--- config.mk ---
export PLATFORM = sky130hd
export DESIGN_NAME = lvpm_ctrl
export DESIGN_NICKNAME = d
export VERILOG_FILES = /design/src/hdl/lvpm_pkg.sv /design/src/hdl/lvpm_ctrl.sv
export SDC_FILE = /design/constraint.sdc
export NUM_CORES = 1
export LEC_CHECK = 0
export ABC_AREA = 1
export BUFFER_PORTS_ARGS = -buffer_cell sky130_fd_sc_hd__buf_2
export CAP_MARGIN = 0
export CORE_MARGIN = 5
export CORE_UTILIZATION = 45
export DETAILED_ROUTE_END_ITERATION = 10
export PLACE_DENSITY = 0.73
export SLEW_MARGIN = 20
export SYNTH_ARGS = -nofsm -noshare
export SYNTH_HDL_FRONTEND = slang
export SYNTH_SLANG_ARGS = --single-unit
--- constraint.sdc ---
create_clock -name I_SYS_CLK -period 2.4 [get_ports I_SYS_CLK]
set_input_delay 0.12 -clock I_SYS_CLK [delete_from_list [all_inputs] [get_ports I_SYS_CLK]]
set_output_delay 0.12 -clock I_SYS_CLK [all_outputs]
set_load 0.03 [all_outputs]
--- src/hdl/lvpm_pkg.sv ---
package lvpm_pkg;

  // APB register byte offsets
  localparam logic [7:0] OFS_PWR_CTRL_1 = 8'h00;
  localparam logic [7:0] OFS_PWR_CTRL_2 = 8'h04;
  localparam logic [7:0] OFS_PWR_CTRL_3 = 8'h08;
  localparam logic [7:0] OFS_RESET_STATUS = 8'h0c;
  localparam logic [7:0] OFS_CLOCK_CTRL = 8'h10;

  // Field positions in power_mgmt_ctrl_1
  localparam int B_DET_EN = 0;
  localparam int B_DET_STOP_EN = 1;
  localparam int B_DET_RST_EN = 2;
  localparam int B_DET_IRQ_EN = 3;
  localparam int B_DET_FLAG = 4;
  localparam int B_DET_ACK = 5;
  // Field positions in power_mgmt_ctrl_2
  localparam int B_STOP_DEEP_SEL = 0;
  localparam int B_STOP_INSTR_EN = 1;
  localparam int B_DEBUG_EN = 2;
  // Field positions in power_mgmt_ctrl_3
  localparam int B_THR_SEL = 0;
  localparam int B_WARN_SEL = 1;
  localparam int B_WARN_FLAG = 2;
  localparam int B_WARN_ACK = 3;
  // Field positions in reset_status_register
  localparam int B_RS_POR = 0;
  localparam int B_RS_LOW_SUPPLY = 1;
  localparam int B_RS_ILLEGAL_OP = 2;
  localparam int B_RS_STOP_WAKE = 3;

  // Reset values
  localparam logic [1:0] BUS_DIV_RESET = 2'h0;
  localparam logic [3:0] RSTAT_AT_POR = 4'h3;

  // Reset pseudo-vector, high then low byte
  localparam logic [15:0] RESET_VECTOR_HI = 16'hdffe;
  localparam logic [15:0] RESET_VECTOR_LO = 16'hdfff;

  // High-frequency oscillator rate at divide code 0 in kHz; low-frequency oscillator in Hz
  localparam int HFO_KHZ_CODE0 = 8000;
  localparam int LFO_HZ = 1000;

  // Indices of the asynchronous inputs
  localparam int NUM_ASYNC = 6;
  localparam int A_POR = 0;
  localparam int A_DET_HI = 1;
  localparam int A_DET_LO = 2;
  localparam int A_WARN_HI = 3;
  localparam int A_WARN_LO = 4;
  localparam int A_DBG_PIN = 5;
  // Synchroniser reset: power-on trip held, debug pin at idle high, until real samples agree
  localparam logic [NUM_ASYNC-1:0] SYNC_RESET = 6'h21;

  typedef enum logic [4:0] {
    ST_RESET = 5'b00001,
    ST_RUN = 5'b00010,
    ST_DEBUG = 5'b00100,
    ST_DEEP_STOP = 5'b01000,
    ST_RETAIN_STOP = 5'b10000
  } lvpm_state_type;

  typedef struct packed {
    logic det_irq_en;
    logic det_rst_en;
    logic det_stop_en;
    logic det_en;
  } lvpm_ctrl1_type;

  typedef struct packed {
    logic debug_en;
    logic stop_instr_en;
    logic stop_deep_sel;
  } lvpm_ctrl2_type;

  typedef struct packed {
    logic warn_sel;
    logic thr_sel;
  } lvpm_ctrl3_type;

endpackage

--- src/hdl/lvpm_ctrl.sv ---
// Local design decisions: the register addresses and the APB interface to the registers.
`timescale 1ns/1ps
// Overview of operation
// - Detector on with enable, or always in deep stop; select picks threshold
// - Retained stop disables detector unless stop-enable set
// - Either enable set forbids deepest stop
// - Power-on reset held until supply above threshold
// - Power-on sets both reset status flags
// - Reset enable: low supply resets, held while low
// - Low-supply reset sets its status flag
// - Interrupt mode: set detect flag, raise interrupt
// - Warning flag set low; ack clears when recovered
// - Warning never raises an interrupt
// - Two warning levels via level select
// - Divide field sets oscillator and bus rates
// - Every reset clears divide field
// - Debug pin high at reset: run, fetch vector
// - Four events enter active debug mode
// - Debug suspends CPU; intrusive commands only there
// - Stop without enable forces illegal-opcode reset
// - Stops halt clocks except low-frequency oscillator and, with debug enabled, system clock
// - Control register 2 selects stop mode
// - Deep stop exits by wake, restarts via reset
// - Deep stop arms detector; exit waits recovery
// - Pending interrupt refuses deep stop entry
// - Stop detector enabled redirects to retained stop
// - Debug enabled redirects, keeps system clock running
module lvpm_ctrl
  import lvpm_pkg::*;
(
  input wire logic I_SYS_CLK,
  input wire logic I_RSTN,
  input wire logic I_CLK_EN,
  input wire logic I_PSEL,
  input wire logic I_PENABLE,
  input wire logic I_PWRITE,
  input wire logic [7:0] I_PADDR,
  input wire logic [31:0] I_PWDATA,
  output logic [31:0] O_PRDATA,
  output logic O_PREADY,
  output logic O_PSLVERR,
  input wire logic I_POR_TRIP,
  input wire logic I_DET_BELOW_HI,
  input wire logic I_DET_BELOW_LO,
  input wire logic I_WARN_BELOW_HI,
  input wire logic I_WARN_BELOW_LO,
  input wire logic I_DEBUG_MODE_PIN,
  input wire logic I_STOP_INSTR,
  input wire logic I_ENTER_DEBUG_INSTR,
  input wire logic I_BREAKPOINT_HIT,
  input wire logic I_IRQ_PENDING,
  input wire logic I_WAKE,
  input wire logic I_CMD_VALID,
  input wire logic I_CMD_INTRUSIVE,
  input wire logic I_CMD_BACKGROUND,
  input wire logic I_CMD_GO,
  output logic O_CMD_ACCEPT,
  output logic O_CMD_REJECT,
  output logic O_SYS_RESET,
  output logic O_LVD_IRQ,
  output logic [1:0] O_BUS_CLOCK_DIVIDE,
  output logic O_HFO_RUN,
  output logic O_SYS_CLK_RUN,
  output logic O_LFO_RUN,
  output logic O_CPU_SUSPEND,
  output logic O_REG_STANDBY,
  output logic O_VECTOR_FETCH,
  output logic [15:0] O_VECTOR_ADDR,
  output logic [4:0] O_MODE
);

  // Reset release through two flops; assertion stays asynchronous
  logic rst_s1_r;
  logic rst_n;
  always_ff @(posedge I_SYS_CLK or negedge I_RSTN) begin
    if (!I_RSTN) begin
      rst_s1_r <= 1'b0;
      rst_n <= 1'b0;
    end else begin
      rst_s1_r <= 1'b1;
      rst_n <= rst_s1_r;
    end
  end

  // Three-stage sampling; a level counts once stages two and three agree
  logic [NUM_ASYNC-1:0] as1_r;
  logic [NUM_ASYNC-1:0] as2_r;
  logic [NUM_ASYNC-1:0] as3_r;
  logic [NUM_ASYNC-1:0] filt_r;
  wire [NUM_ASYNC-1:0] async_in = {I_DEBUG_MODE_PIN, I_WARN_BELOW_LO, I_WARN_BELOW_HI,
                                   I_DET_BELOW_LO, I_DET_BELOW_HI, I_POR_TRIP};
  always_ff @(posedge I_SYS_CLK or negedge rst_n) begin
    if (!rst_n) begin
      as1_r <= SYNC_RESET;
      as2_r <= SYNC_RESET;
      as3_r <= SYNC_RESET;
      filt_r <= SYNC_RESET;
    end else if (I_CLK_EN) begin
      as1_r <= async_in;
      as2_r <= as1_r;
      as3_r <= as2_r;
      filt_r <= (as2_r & as3_r) | (filt_r & (as2_r | as3_r));
    end
  end

  // Registers and state
  lvpm_ctrl1_type c1_r;
  lvpm_ctrl2_type c2_r;
  lvpm_ctrl3_type c3_r;
  logic [1:0] bus_div_r;
  logic det_flag_r;
  logic warn_flag_r;
  logic [3:0] rstat_r;
  logic por_hold_r;
  logic low_hold_r;
  logic ilop_r;
  logic wake_rst_r;
  logic por_seen_r;
  logic [31:0] prdata_r;
  lvpm_state_type st_r;
  lvpm_state_type st_nxt;

  // Threshold choice and detector gating
  wire in_stop = (st_r == ST_DEEP_STOP) || (st_r == ST_RETAIN_STOP);
  wire det_below = c3_r.thr_sel ? filt_r[A_DET_HI] : filt_r[A_DET_LO];
  wire warn_below = c3_r.warn_sel ? filt_r[A_WARN_HI] : filt_r[A_WARN_LO];
  wire det_active = (c1_r.det_en && (!in_stop || c1_r.det_stop_en))
                    || (st_r == ST_DEEP_STOP);
  wire por_trip = filt_r[A_POR];
  wire low_rst_req = det_active && c1_r.det_rst_en && det_below;
  wire det_irq_evt = det_active && c1_r.det_irq_en && !c1_r.det_rst_en && det_below;

  // APB decode
  wire apb_setup = I_PSEL && !I_PENABLE;
  wire apb_wr = I_PSEL && I_PENABLE && I_PWRITE;
  wire sel_c1 = (I_PADDR == OFS_PWR_CTRL_1);
  wire sel_c2 = (I_PADDR == OFS_PWR_CTRL_2);
  wire sel_c3 = (I_PADDR == OFS_PWR_CTRL_3);
  wire sel_rs = (I_PADDR == OFS_RESET_STATUS);
  wire sel_ck = (I_PADDR == OFS_CLOCK_CTRL);
  wire sel_any = sel_c1 || sel_c2 || sel_c3 || sel_rs || sel_ck;
  wire det_ack = apb_wr && sel_c1 && I_PWDATA[B_DET_ACK];
  wire warn_ack = apb_wr && sel_c3 && I_PWDATA[B_WARN_ACK];

  // Stop instruction outcome
  wire stop_req = (st_r == ST_RUN) && I_STOP_INSTR;
  wire stop_illegal = stop_req && !c2_r.stop_instr_en;
  wire deep_blocked = c1_r.det_stop_en || c2_r.debug_en;
  wire go_deep = stop_req && c2_r.stop_instr_en && c2_r.stop_deep_sel
                 && !deep_blocked && !I_IRQ_PENDING;
  wire go_retain = stop_req && c2_r.stop_instr_en
                   && (!c2_r.stop_deep_sel || deep_blocked);
  wire deep_wake = (st_r == ST_DEEP_STOP) && I_WAKE && !det_below;
  wire reset_cond = por_trip || por_hold_r || low_hold_r || ilop_r || wake_rst_r;

  // Reset hold latches: power-on and low-supply holds release only when supply clears the threshold; stop resets last one cycle
  always_ff @(posedge I_SYS_CLK or negedge rst_n) begin
    if (!rst_n) begin
      por_hold_r <= 1'b1;
      low_hold_r <= 1'b0;
      ilop_r <= 1'b0;
      wake_rst_r <= 1'b0;
      por_seen_r <= 1'b1;
    end else if (I_CLK_EN) begin
      if (por_trip) begin
        por_hold_r <= 1'b1;
      end else if (!det_below) begin
        por_hold_r <= 1'b0;
      end
      if (low_rst_req) begin
        low_hold_r <= 1'b1;
      end else if (!det_below) begin
        low_hold_r <= 1'b0;
      end
      ilop_r <= stop_illegal;
      wake_rst_r <= deep_wake;
      if (por_trip) begin
        por_seen_r <= 1'b1;
      end else if (st_r == ST_RUN || st_r == ST_DEBUG) begin
        por_seen_r <= 1'b0;
      end
    end
  end

  // Mode sequencer
  always_comb begin
    st_nxt = st_r;
    case (st_r)
      ST_RESET: begin
        if (!reset_cond) begin
          if (!filt_r[A_DBG_PIN] && por_seen_r) begin
            st_nxt = ST_DEBUG;
          end else begin
            st_nxt = ST_RUN;
          end
        end
      end
      ST_RUN: begin
        if (I_ENTER_DEBUG_INSTR || I_BREAKPOINT_HIT || I_CMD_BACKGROUND) begin
          st_nxt = ST_DEBUG;
        end else if (go_deep) begin
          st_nxt = ST_DEEP_STOP;
        end else if (go_retain) begin
          st_nxt = ST_RETAIN_STOP;
        end
      end
      ST_DEBUG: begin
        if (I_CMD_GO) begin
          st_nxt = ST_RUN;
        end
      end
      ST_DEEP_STOP: begin
        st_nxt = ST_DEEP_STOP; // Leaves only through the reset path
      end
      ST_RETAIN_STOP: begin
        if (I_CMD_BACKGROUND && c2_r.debug_en) begin
          st_nxt = ST_DEBUG;
        end else if (I_WAKE) begin
          st_nxt = ST_RUN;
        end
      end
      default: begin
        st_nxt = ST_RESET;
      end
    endcase
    if (reset_cond || low_rst_req || stop_illegal || por_trip) begin
      st_nxt = ST_RESET;
    end
  end

  always_ff @(posedge I_SYS_CLK or negedge rst_n) begin
    if (!rst_n) begin
      st_r <= ST_RESET;
    end else if (I_CLK_EN) begin
      st_r <= st_nxt;
    end
  end

  // Control registers; divide field also cleared by any chip reset
  always_ff @(posedge I_SYS_CLK or negedge rst_n) begin
    if (!rst_n) begin
      c1_r <= '0;
      c2_r <= '0;
      c3_r <= '0;
      bus_div_r <= BUS_DIV_RESET;
    end else if (I_CLK_EN) begin
      if (st_r == ST_RESET) begin
        bus_div_r <= BUS_DIV_RESET;
      end else if (apb_wr && sel_ck) begin
        bus_div_r <= I_PWDATA[1:0];
      end
      if (apb_wr && sel_c1) begin
        c1_r <= I_PWDATA[B_DET_IRQ_EN:B_DET_EN];
      end
      if (apb_wr && sel_c2) begin
        c2_r <= I_PWDATA[B_DEBUG_EN:B_STOP_DEEP_SEL];
      end
      if (apb_wr && sel_c3) begin
        c3_r <= I_PWDATA[B_WARN_SEL:B_THR_SEL];
      end
    end
  end

  // Sticky flags; a new event wins over an acknowledge in the same cycle
  always_ff @(posedge I_SYS_CLK or negedge rst_n) begin
    if (!rst_n) begin
      det_flag_r <= 1'b0;
      warn_flag_r <= 1'b0;
    end else if (I_CLK_EN) begin
      if (det_irq_evt) begin
        det_flag_r <= 1'b1;
      end else if (det_ack) begin
        det_flag_r <= 1'b0;
      end
      if (warn_below) begin
        warn_flag_r <= 1'b1;
      end else if (warn_ack) begin
        warn_flag_r <= 1'b0;
      end
    end
  end

  // Reset status: loaded with the cause when a reset begins
  always_ff @(posedge I_SYS_CLK or negedge rst_n) begin
    if (!rst_n) begin
      rstat_r <= RSTAT_AT_POR;
    end else if (I_CLK_EN) begin
      if (por_trip) begin
        rstat_r <= RSTAT_AT_POR;
      end else if (low_rst_req && st_r != ST_RESET) begin
        rstat_r <= 4'h1 << B_RS_LOW_SUPPLY;
      end else if (stop_illegal) begin
        rstat_r <= 4'h1 << B_RS_ILLEGAL_OP;
      end else if (deep_wake) begin
        rstat_r <= 4'h1 << B_RS_STOP_WAKE;
      end
    end
  end

  // Read data captured in the setup phase so it comes from a flop
  wire [31:0] rd_mux = sel_c1 ? {26'h0, 1'b0, det_flag_r, c1_r} :
                       sel_c2 ? {29'h0, c2_r} :
                       sel_c3 ? {28'h0, 1'b0, warn_flag_r, c3_r} :
                       sel_rs ? {28'h0, rstat_r} :
                       sel_ck ? {30'h0, bus_div_r} : 32'h0;
  always_ff @(posedge I_SYS_CLK or negedge rst_n) begin
    if (!rst_n) begin
      prdata_r <= 32'h0;
    end else if (I_CLK_EN && apb_setup) begin
      prdata_r <= rd_mux;
    end
  end

  // Vector fetch on each exit from reset into run
  logic fetch_r;
  always_ff @(posedge I_SYS_CLK or negedge rst_n) begin
    if (!rst_n) begin
      fetch_r <= 1'b0;
    end else if (I_CLK_EN) begin
      fetch_r <= (st_r == ST_RESET) && (st_nxt == ST_RUN);
    end
  end

  // Outputs; interrupt only from the detect flag, never from the warning
  assign O_PRDATA = prdata_r;
  assign O_PREADY = 1'b1;
  assign O_PSLVERR = I_PSEL && I_PENABLE && !sel_any;
  assign O_LVD_IRQ = det_flag_r && c1_r.det_irq_en;
  assign O_SYS_RESET = (st_r == ST_RESET);
  assign O_BUS_CLOCK_DIVIDE = bus_div_r;
  assign O_HFO_RUN = !in_stop;
  assign O_SYS_CLK_RUN = !in_stop || ((st_r == ST_RETAIN_STOP) && c2_r.debug_en);
  assign O_LFO_RUN = 1'b1;
  assign O_CPU_SUSPEND = (st_r == ST_DEBUG) || in_stop;
  assign O_REG_STANDBY = (st_r == ST_DEEP_STOP);
  assign O_VECTOR_FETCH = fetch_r;
  assign O_VECTOR_ADDR = RESET_VECTOR_HI;
  assign O_MODE = st_r;
  // Intrusive commands only in debug; none while stopped
  assign O_CMD_ACCEPT = I_CMD_VALID && !in_stop && (!I_CMD_INTRUSIVE || st_r == ST_DEBUG);
  assign O_CMD_REJECT = I_CMD_VALID && !O_CMD_ACCEPT;
endmodule

==> tab_implementation.tex, run 1 <==
\begin{tabular}{lr}
\hline
Metric & Value \\
\hline
\multicolumn{2}{l}{\textbf{Die}} \\
Effective utilization at floorplan & 45.9\% \\
Die span in y & 95.8 um \\
Floorplan core area & around 7200 um2 \\
Cell Rows & 31 \\
IO Pins & 128 \\
Die outline width & 95.8 um \\
Die Footprint & 9170 um2 \\
\multicolumn{2}{l}{\textbf{Yosys}} \\
Leading post-synthesis cells by cell area & sky130\_fd\_sc\_hd\_\_dfrtp\_1 (35\%), sky130\_fd\_sc\_hd\_\_nand2\_1 (14\%), sky130\_fd\_sc\_hd\_\_buf\_4 (10\%), sky130\_fd\_sc\_hd\_\_dfstp\_2 (10\%), sky130\_fd\_sc\_hd\_\_inv\_1 (5.6\%) \\
Yosys warns & 0 \\
Most frequently used cell type in the post-synthesis netlist & sky130\_fd\_sc\_hd\_\_nand2\_1 \\
Number of register bits inferred by synthesis & just under 60 \\
Synthesized netlist cell count & 437 \\
Mean instance size in the synthesized netlist & around 7.6 um2 \\
Post-synth cell types & 26 \\
Cell type with the highest aggregate area in the netlist & sky130\_fd\_sc\_hd\_\_dfrtp\_1 \\
Top cell types by occurrence after synthesis & sky130\_fd\_sc\_hd\_\_nand2\_1 (124), sky130\_fd\_sc\_hd\_\_inv\_1 (49), sky130\_fd\_sc\_hd\_\_buf\_4 (46), sky130\_fd\_sc\_hd\_\_dfrtp\_1 (46), sky130\_fd\_sc\_hd\_\_nand3\_1 (35) \\
Number of synthesized flops with an enable pin & 0 \\
Cell Area, Synth & 3310 um2 \\
Post-synthesis sequential area ratio & between 40\% and 50\% \\
Commonest register cell after synthesis & sky130\_fd\_sc\_hd\_\_dfrtp\_1 \\
Fraction of registers with async set/reset & 100\% \\
Fraction of synthesized cell area taken by the top area cell type & approximately a third \\
\multicolumn{2}{l}{\textbf{Cells and area}} \\
Final std cells w/o fill & 609 \\
Final standard cell utilization of the core & 53.0\% \\
Area added between synthesis and finish & 15.4\% \\
Nets & approximately 570 \\
Final design instance area without fill & roughly 3800 um2 \\
N\_diodes & 0 \\
Fraction of final layout cells with drive strength greater than 1 & between 10\% and 20\% \\
\multicolumn{2}{l}{\textbf{GRT}} \\
First-pass GRT wire length & 11900 um \\
All-layer global routing usage & 16.8\% \\
Via count of the first global-routing pass & $\sim$2600 \\
Overall overflow remaining after global route & 0 \\
Number of antenna violations at the first check in global routing & 0 \\
Maximum number of pins on one net before global-route repair & 36 \\
\multicolumn{2}{l}{\textbf{Worst setup path}} \\
Endpoint of the worst setup timing path & O\_CMD\_ACCEPT \\
Classification of the worst setup path & reg2out \\
Critical path required time & 2.28 ns \\
R2r setup slk & 0.66 ns \\
Critical Path Sink Type & output pin \\
Critical register-to-register path endpoint & O\_VECTOR\_FETCH\$\_DFFE\_PN0P\_ \\
CP peak stage delay & 0.56 ns \\
Launch instance of the worst register-to-register path & O\_MODE[4]\$\_DFFE\_PN0P\_ \\
Library cell contributing the largest single delay on the critical path & sky130\_fd\_sc\_hd\_\_dfstp\_2 \\
Depth of the most critical reg-to-reg path & 7 \\
Max Fanout on Critical Path & 6 \\
Critical path startpoint & O\_MODE[0]\$\_DFFE\_PN1P\_ \\
Cells along the critical path & nor2\_2 -> nand3\_1 -> nand2\_1 -> a211oi\_1 -> buf\_2 \\
Data arrival at the endpoint of the critical path & 1.85 ns \\
Crit path launch type & register \\
\multicolumn{2}{l}{\textbf{Place}} \\
Placed standard-cell area & between 3000 and 4000 um2 \\
Post-DP HPWL & $\sim$5500 um \\
Place WS & 0.681 ns \\
GP Congestion & 0.958 \\
Cells after DPL & around 590 \\
Quantity of I/O buffers inserted on ports & 55 \\
\multicolumn{2}{l}{\textbf{Route}} \\
DR WL/cell & 11.9 um \\
Detailed Route Iter0 Violations & 115 \\
DRT Pass-1 Iters & 4 \\
DR vias & $\sim$2900 \\
Per-cell via count in the routed design & 4.75 \\
Post-Route WL & 7250 um \\
Antenna violation net count after detailed routing & 0 \\
DRC violations left & 0 \\
\multicolumn{2}{l}{\textbf{Clocking}} \\
Clock tree from TritonCTS & built \\
Latest clock arrival within the worst-skew pair & around 0.34 ns \\
Clock buffers created by TritonCTS & 9 \\
Number of buffers inserted by hold repair at cts & 7 \\
Clock edge transition at the registers on the reported setup and hold paths & 0.07 ns \\
Total number of clock tree sinks & 59 \\
Cell chosen for the clock root & sky130\_fd\_sc\_hd\_\_clkbuf\_8 \\
Number of gates given a new drive strength after cts & 0 \\
H-Tree Level Count & 3 \\
Clock Path Buffers & 2 \\
Number of setup buffers added after CTS & 0 \\
\multicolumn{2}{l}{\textbf{Timing}} \\
Number of pins exceeding their max-slew limit in the final report & 0 \\
Worst Setup Slack, final & 0.432 ns \\
Fin crit share & about four fifths \\
Worst setup skew after layout & 0.0143 ns \\
Worst hold-check slack & 0.0548 ns \\
Setup repair after global routing missed its margin & no \\
Maximum clock rate & 508 MHz \\
Final Setup Violations & 0 \\
Sum Neg Setup Slack & 0 ns \\
Min Tclk post-route & 1.97 ns \\
Final hold vios & 0 \\
\multicolumn{2}{l}{\textbf{Run}} \\
Reported max-cap violation count & 0 \\
\multicolumn{2}{l}{\textbf{Hold path}} \\
HP Start & I\_PWDATA[3] \\
Worst hold path type & in2reg \\
\multicolumn{2}{l}{\textbf{Power and ir drop}} \\
PwrDens & 786 nW/um2 \\
Leakage power summed over all cells & about 2.1 nW \\
Total power & 3.00 mW \\
Maximum resistive drop on vdd & 0.000404 V \\
\multicolumn{2}{l}{\textbf{Status}} \\
Outcome & completed \\
\hline
\end{tabular}
## metal layers
layer / track usage (%) / routed length [um] / vias up / share of wire (%)
met4: 6.75 / 155 / 0 / 2.1
met2: 26.2 / 3290 / 115 / 45
met3: 3.91 / 640 / 17 / 8.8
met5: 0 / 0 / - / 0
li1: - / - / 1450 / -
met1: 22.5 / 3160 / 1311 / 44
## power by group
group	switching [mW]	internal (mW)
Sequential	0.0943	1.15
Clock	0.397	0.586
Combinational	0.559	0.219
## critical path: cells and delay by family (launching register included)
kind	cells	cell delay (ns)
AOI/OAI and AO/OA	1	0.24
buffers and inverters	1	0.25
DFF	1	0.56
and+or+nand+nor	3	0.45
## how the worst min path moves through the flow
stage	end	depth (start not counted)
after global routing	c1_r[3]$_DFFE_PN0P_	3
after detailed placement	rst_s1_r$_DFF_PN0_	1
after floorplan	rst_n$_DFF_PN0_	0
after global placement	rst_s1_r$_DFF_PN0_	1
final	c1_r[3]$_DFFE_PN0P_	3
after CTS	c1_r[3]$_DFFE_PN0P_	3
## layout make-up
| type | instances | area [um2] |
|---|---|---|
| clock inverter | 6 | 90.1 |
| inverter | 50 | 188 |
| fill | 714 | 3390 |
| sequential | 59 | 1490 |
| timing repair buffer | 66 | 375 |
| tap | 99 | 124 |
| clock buffer | 10 | 128 |
| multi-input combinational | 319 | 1420 |
## flip-flops by register name, indices dropped and copies added, names as in the netlist, 2 cells and up
signal / flops
O_BUS_CLOCK_DIVIDE: 2
as3_r: 6
c3_r: 2
O_PRDATA: 5
c2_r: 3
rstat_r: 4
O_MODE: 5
as1_r: 6
as2_r: 6
c1_r: 4
filt_r: 6
## cell families after synthesis
family / after synthesis / share of synthesized area [%]
AOI/OAI and AO/OA: 50 / 8.28
buffers and inverters: 103 / 16.9
DFF: 59 / 45.1
other: 2 / 0.227
and+or+nand+nor: 223 / 29.5
## cell usage in the layout (no fill, tap or decap), types with 7 or more instances in the layout
cell                            instances
sky130_fd_sc_hd__buf_2                 55
sky130_fd_sc_hd__clkbuf_8               9
sky130_fd_sc_hd__conb_1                46
sky130_fd_sc_hd__dfrtp_1               45
sky130_fd_sc_hd__dfstp_2               13
sky130_fd_sc_hd__dlygate4sd3_1          7
sky130_fd_sc_hd__inv_1                 49
sky130_fd_sc_hd__nand2_1              124
sky130_fd_sc_hd__nand3_1               35
sky130_fd_sc_hd__nand4_1               12
sky130_fd_sc_hd__nor2_1                33
sky130_fd_sc_hd__o21ai_0               34
Power figures use the tool's default switching activity.
==> run 2: changes to the inputs <==
Clock period 2.4 ns to 1.9 ns, I/O delays scaled along.
==> tab_implementation.tex, run 2 (synthesized netlist as in run 1, its figures left out) <==
\begin{tabular}{lr}
\hline
Metric & Value \\
\hline
\multicolumn{2}{l}{\textbf{Status}} \\
Outcome & completed \\
\multicolumn{2}{l}{\textbf{Route}} \\
Antenna violation net count after detailed routing & 0 (unchanged) \\
DR vias & 2858 (-1.2\%) \\
DRT Pass-1 Iters & 4 (unchanged) \\
Per-cell via count in the routed design & 4.69 (-1.4\%) \\
DRC violations left & 0 (unchanged) \\
Post-Route WL & 7400 um (+2.2\%) \\
DR WL/cell & 12.1 um (+2.0\%) \\
Detailed Route Iter0 Violations & 157 (+37\%) \\
\multicolumn{2}{l}{\textbf{Cells and area}} \\
Most frequent standard cell in the layout excluding fill and tap cells & sky130\_fd\_sc\_hd\_\_nand2\_1 \\
Commonest non-fill, non-tap cells in the layout & sky130\_fd\_sc\_hd\_\_nand2\_1 (123), sky130\_fd\_sc\_hd\_\_buf\_2 (55), sky130\_fd\_sc\_hd\_\_inv\_1 (48), sky130\_fd\_sc\_hd\_\_conb\_1 (46), sky130\_fd\_sc\_hd\_\_dfrtp\_1 (44) \\
Area added between synthesis and finish & 15.9\% \\
Final std cells w/o fill & 610 (+0.16\%) \\
Nets & 567 (+0.18\%) \\
N\_diodes & 0 (unchanged) \\
Number of filler cells placed in the layout & 716 (+0.28\%) \\
Fraction of final layout cells with drive strength greater than 1 & 20.4\% (+1.1 points) \\
\multicolumn{2}{l}{\textbf{Power and ir drop}} \\
Sw frac & 36.1\% (+1.1 points) \\
Comb pwr share & 26.8\% (+0.9 points) \\
Leakage power summed over all cells & 2.08 nW (+0.12\%) \\
Clock power share & 30.9\% (-1.8 points) \\
Total power & 3.73 mW (+24\%) \\
Internal power consumption & 2.38 mW (+22\%) \\
Maximum resistive drop on vdd & 0.000540 V (+34\%) \\
PwrDens & 971 nW/um2 (+24\%) \\
Sequential fraction of design power & 42.3\% (+0.9 points) \\
Switching power summed over all nets & 1.35 mW (+28\%) \\
\multicolumn{2}{l}{\textbf{Clocking}} \\
Clock tree from TritonCTS & built \\
Clock buffers created by TritonCTS & 9 (unchanged) \\
Cell chosen for the clock root & sky130\_fd\_sc\_hd\_\_clkbuf\_8 \\
H-Tree Level Count & 3 (unchanged) \\
Total number of clock tree sinks & 59 (unchanged) \\
Clock edge transition at the registers on the reported setup and hold paths & 0.07 ns (about the same) \\
Clock Path Buffers & 2 (unchanged) \\
Latest clock arrival within the worst-skew pair & 0.33 ns (about the same) \\
\multicolumn{2}{l}{\textbf{Place}} \\
Cells after DPL & 586 (unchanged) \\
GP Congestion & 0.955 (-0.25\%) \\
Quantity of I/O buffers inserted on ports & 55 (unchanged) \\
Post-DP HPWL & 5570 um (+0.40\%) \\
\multicolumn{2}{l}{\textbf{GRT}} \\
Number of antenna violations at the first check in global routing & 0 (unchanged) \\
Overall overflow remaining after global route & 0 (unchanged) \\
All-layer global routing usage & 16.8\% (+0.058 points) \\
First-pass GRT wire length & 12100 um (+1.2\%) \\
Via count of the first global-routing pass & 2644 (+0.34\%) \\
Maximum number of pins on one net before global-route repair & 40 (+11\%) \\
\multicolumn{2}{l}{\textbf{Worst setup path}} \\
Library cell appearing most often on the critical path & sky130\_fd\_sc\_hd\_\_inv\_1 \\
Max Fanout on Critical Path & 7 (+1) \\
Critical path required time & 1.80 ns (-0.48 ns) \\
Crit path launch type & register \\
Data arrival at the endpoint of the critical path & 1.74 ns (-0.11 ns) \\
CP peak stage delay & 0.45 ns (-0.11 ns) \\
Cells along the critical path & buf\_4 -> inv\_1 -> nand4\_1 -> inv\_1 -> buf\_2 \\
Classification of the worst setup path & reg2out \\
Library cell contributing the largest single delay on the critical path & sky130\_fd\_sc\_hd\_\_dfrtp\_2 \\
Critical Path Sink Type & output pin \\
\multicolumn{2}{l}{\textbf{Hold path}} \\
Worst hold path type & in2reg \\
\multicolumn{2}{l}{\textbf{Die}} \\
Cell Rows & 31 (unchanged) \\
Effective utilization at floorplan & 45.9\% (unchanged) \\
Die Footprint & 9170 um2 (unchanged) \\
Die outline width & 95.8 um (unchanged) \\
Die span in y & 95.8 um (unchanged) \\
Floorplan core area & 7210 um2 (unchanged) \\
IO Pins & 128 (unchanged) \\
\multicolumn{2}{l}{\textbf{Timing}} \\
Number of pins exceeding their max-slew limit in the final report & 0 (unchanged) \\
Worst setup skew after layout & 0.00664 ns (-0.00764 ns) \\
Final hold vios & 0 (unchanged) \\
Final Setup Violations & 0 (unchanged) \\
Maximum clock rate & $\sim$540 MHz \\
Min Tclk post-route & 1.84 ns \\
Fin crit share & 96.8\% \\
Setup repair after global routing missed its margin & yes \\
\multicolumn{2}{l}{\textbf{Run}} \\
Reported max-cap violation count & 0 (unchanged) \\
\hline
\end{tabular}
==> run 2: through the flow <==
step | cell area, um2 | setup WS [ns] | hold WS (ns) | util, % | setup TNS (ns)
floorplan | 3480 | 0.0170 | -0.201 | - | 0
global placement | 3550 | 0.304 | -0.120 | 49.2 | 0
detailed placement | 3550 | 0.294 | -0.114 | 49.2 | 0
CTS | 3820 | 0.0408 | 0.0490 | 53.0 | 0
global route | 3840 | -0.0136 | 0.0679 | 53.2 | -0.0180
finish | 3840 | 0.0609 | 0.0539 | 53.2 | 0
==> run 2: layer usage <==
layer | part of all wire (%) | wire length [um] | up-vias | global-route usage (%)
met5 | 0 | 0 | - | 0
met4 | 1.6 | 116 | 0 | 7.58
met3 | 7.7 | 572 | 13 | 3.13
met2 | 46 | 3400 | 110 | 26.9
met1 | 45 | 3320 | 1291 | 22.2
li1 | - | - | 1444 | -
==> run 2: what timing repair did <==
action	CTS	global route
gates resized for setup	0	4
setup buffers	0	1
hold buffers	7	0
setup endpoints to repair	0	5
hold endpoints to repair	8	0
==> run 2: final cells by class <==
class | count | area, um2 | share of cell area, %
flip-flops and latches | 59 | 1500 | 39.0
multi-input cells | 319 | 1440 | 37.4
repair buffers | 67 | 395 | 10.3
inverters | 50 | 188 | 4.89
clock buffers | 10 | 138 | 3.59
well taps | 99 | 124 | 3.23
clock inverters | 6 | 63.8 | 1.66
==> run 2: worst max-delay path: cells and delay by family, from the launching register on <==
kind | cells | cell delay (ns)
buffers and inverters | 4 | 0.66
flip-flops | 1 | 0.45
AND/OR/NAND/NOR | 1 | 0.30
==> run 2: power groups by stage <==
stage / Combinational [mW] / Clock (mW) / Sequential, mW
6_report: 0.999 / 1.15 / 1.57
4_1_cts: 0.981 / 1.19 / 1.57
3_3_place_gp: 0.953 / 0 / 1.59
5_1_grt: 1.12 / 1.25 / 1.59
3_5_place_dp: 0.965 / 0 / 1.59
2_1_floorplan: 0.740 / 0 / 1.63
==> run 2: worst paths after layout <==
kind | to | slack (ns) | cells past startpoint | from
min in group asynchronous | rst_s1_r$_DFF_PN0_ | 0.08 | 2 | I_RSTN
max | O_SYS_RESET | 0.06 | 5 | O_MODE[1]$_DFFE_PN0P_
max reg2reg | O_BUS_CLOCK_DIVIDE[1]$_DFFE_PN0P_ | 0.22 | 8 | O_MODE[1]$_DFFE_PN0P_
min reg2reg | O_MODE[4]$_DFFE_PN0P_ | 0.21 | 0 | rst_n$_DFF_PN0_
min | c1_r[2]$_DFFE_PN0P_ | 0.05 | 3 | I_PWDATA[2]
max in group asynchronous | rstat_r[1]$_DFFE_PN1P_ | 1.07 | 1 | rst_n$_DFF_PN0_
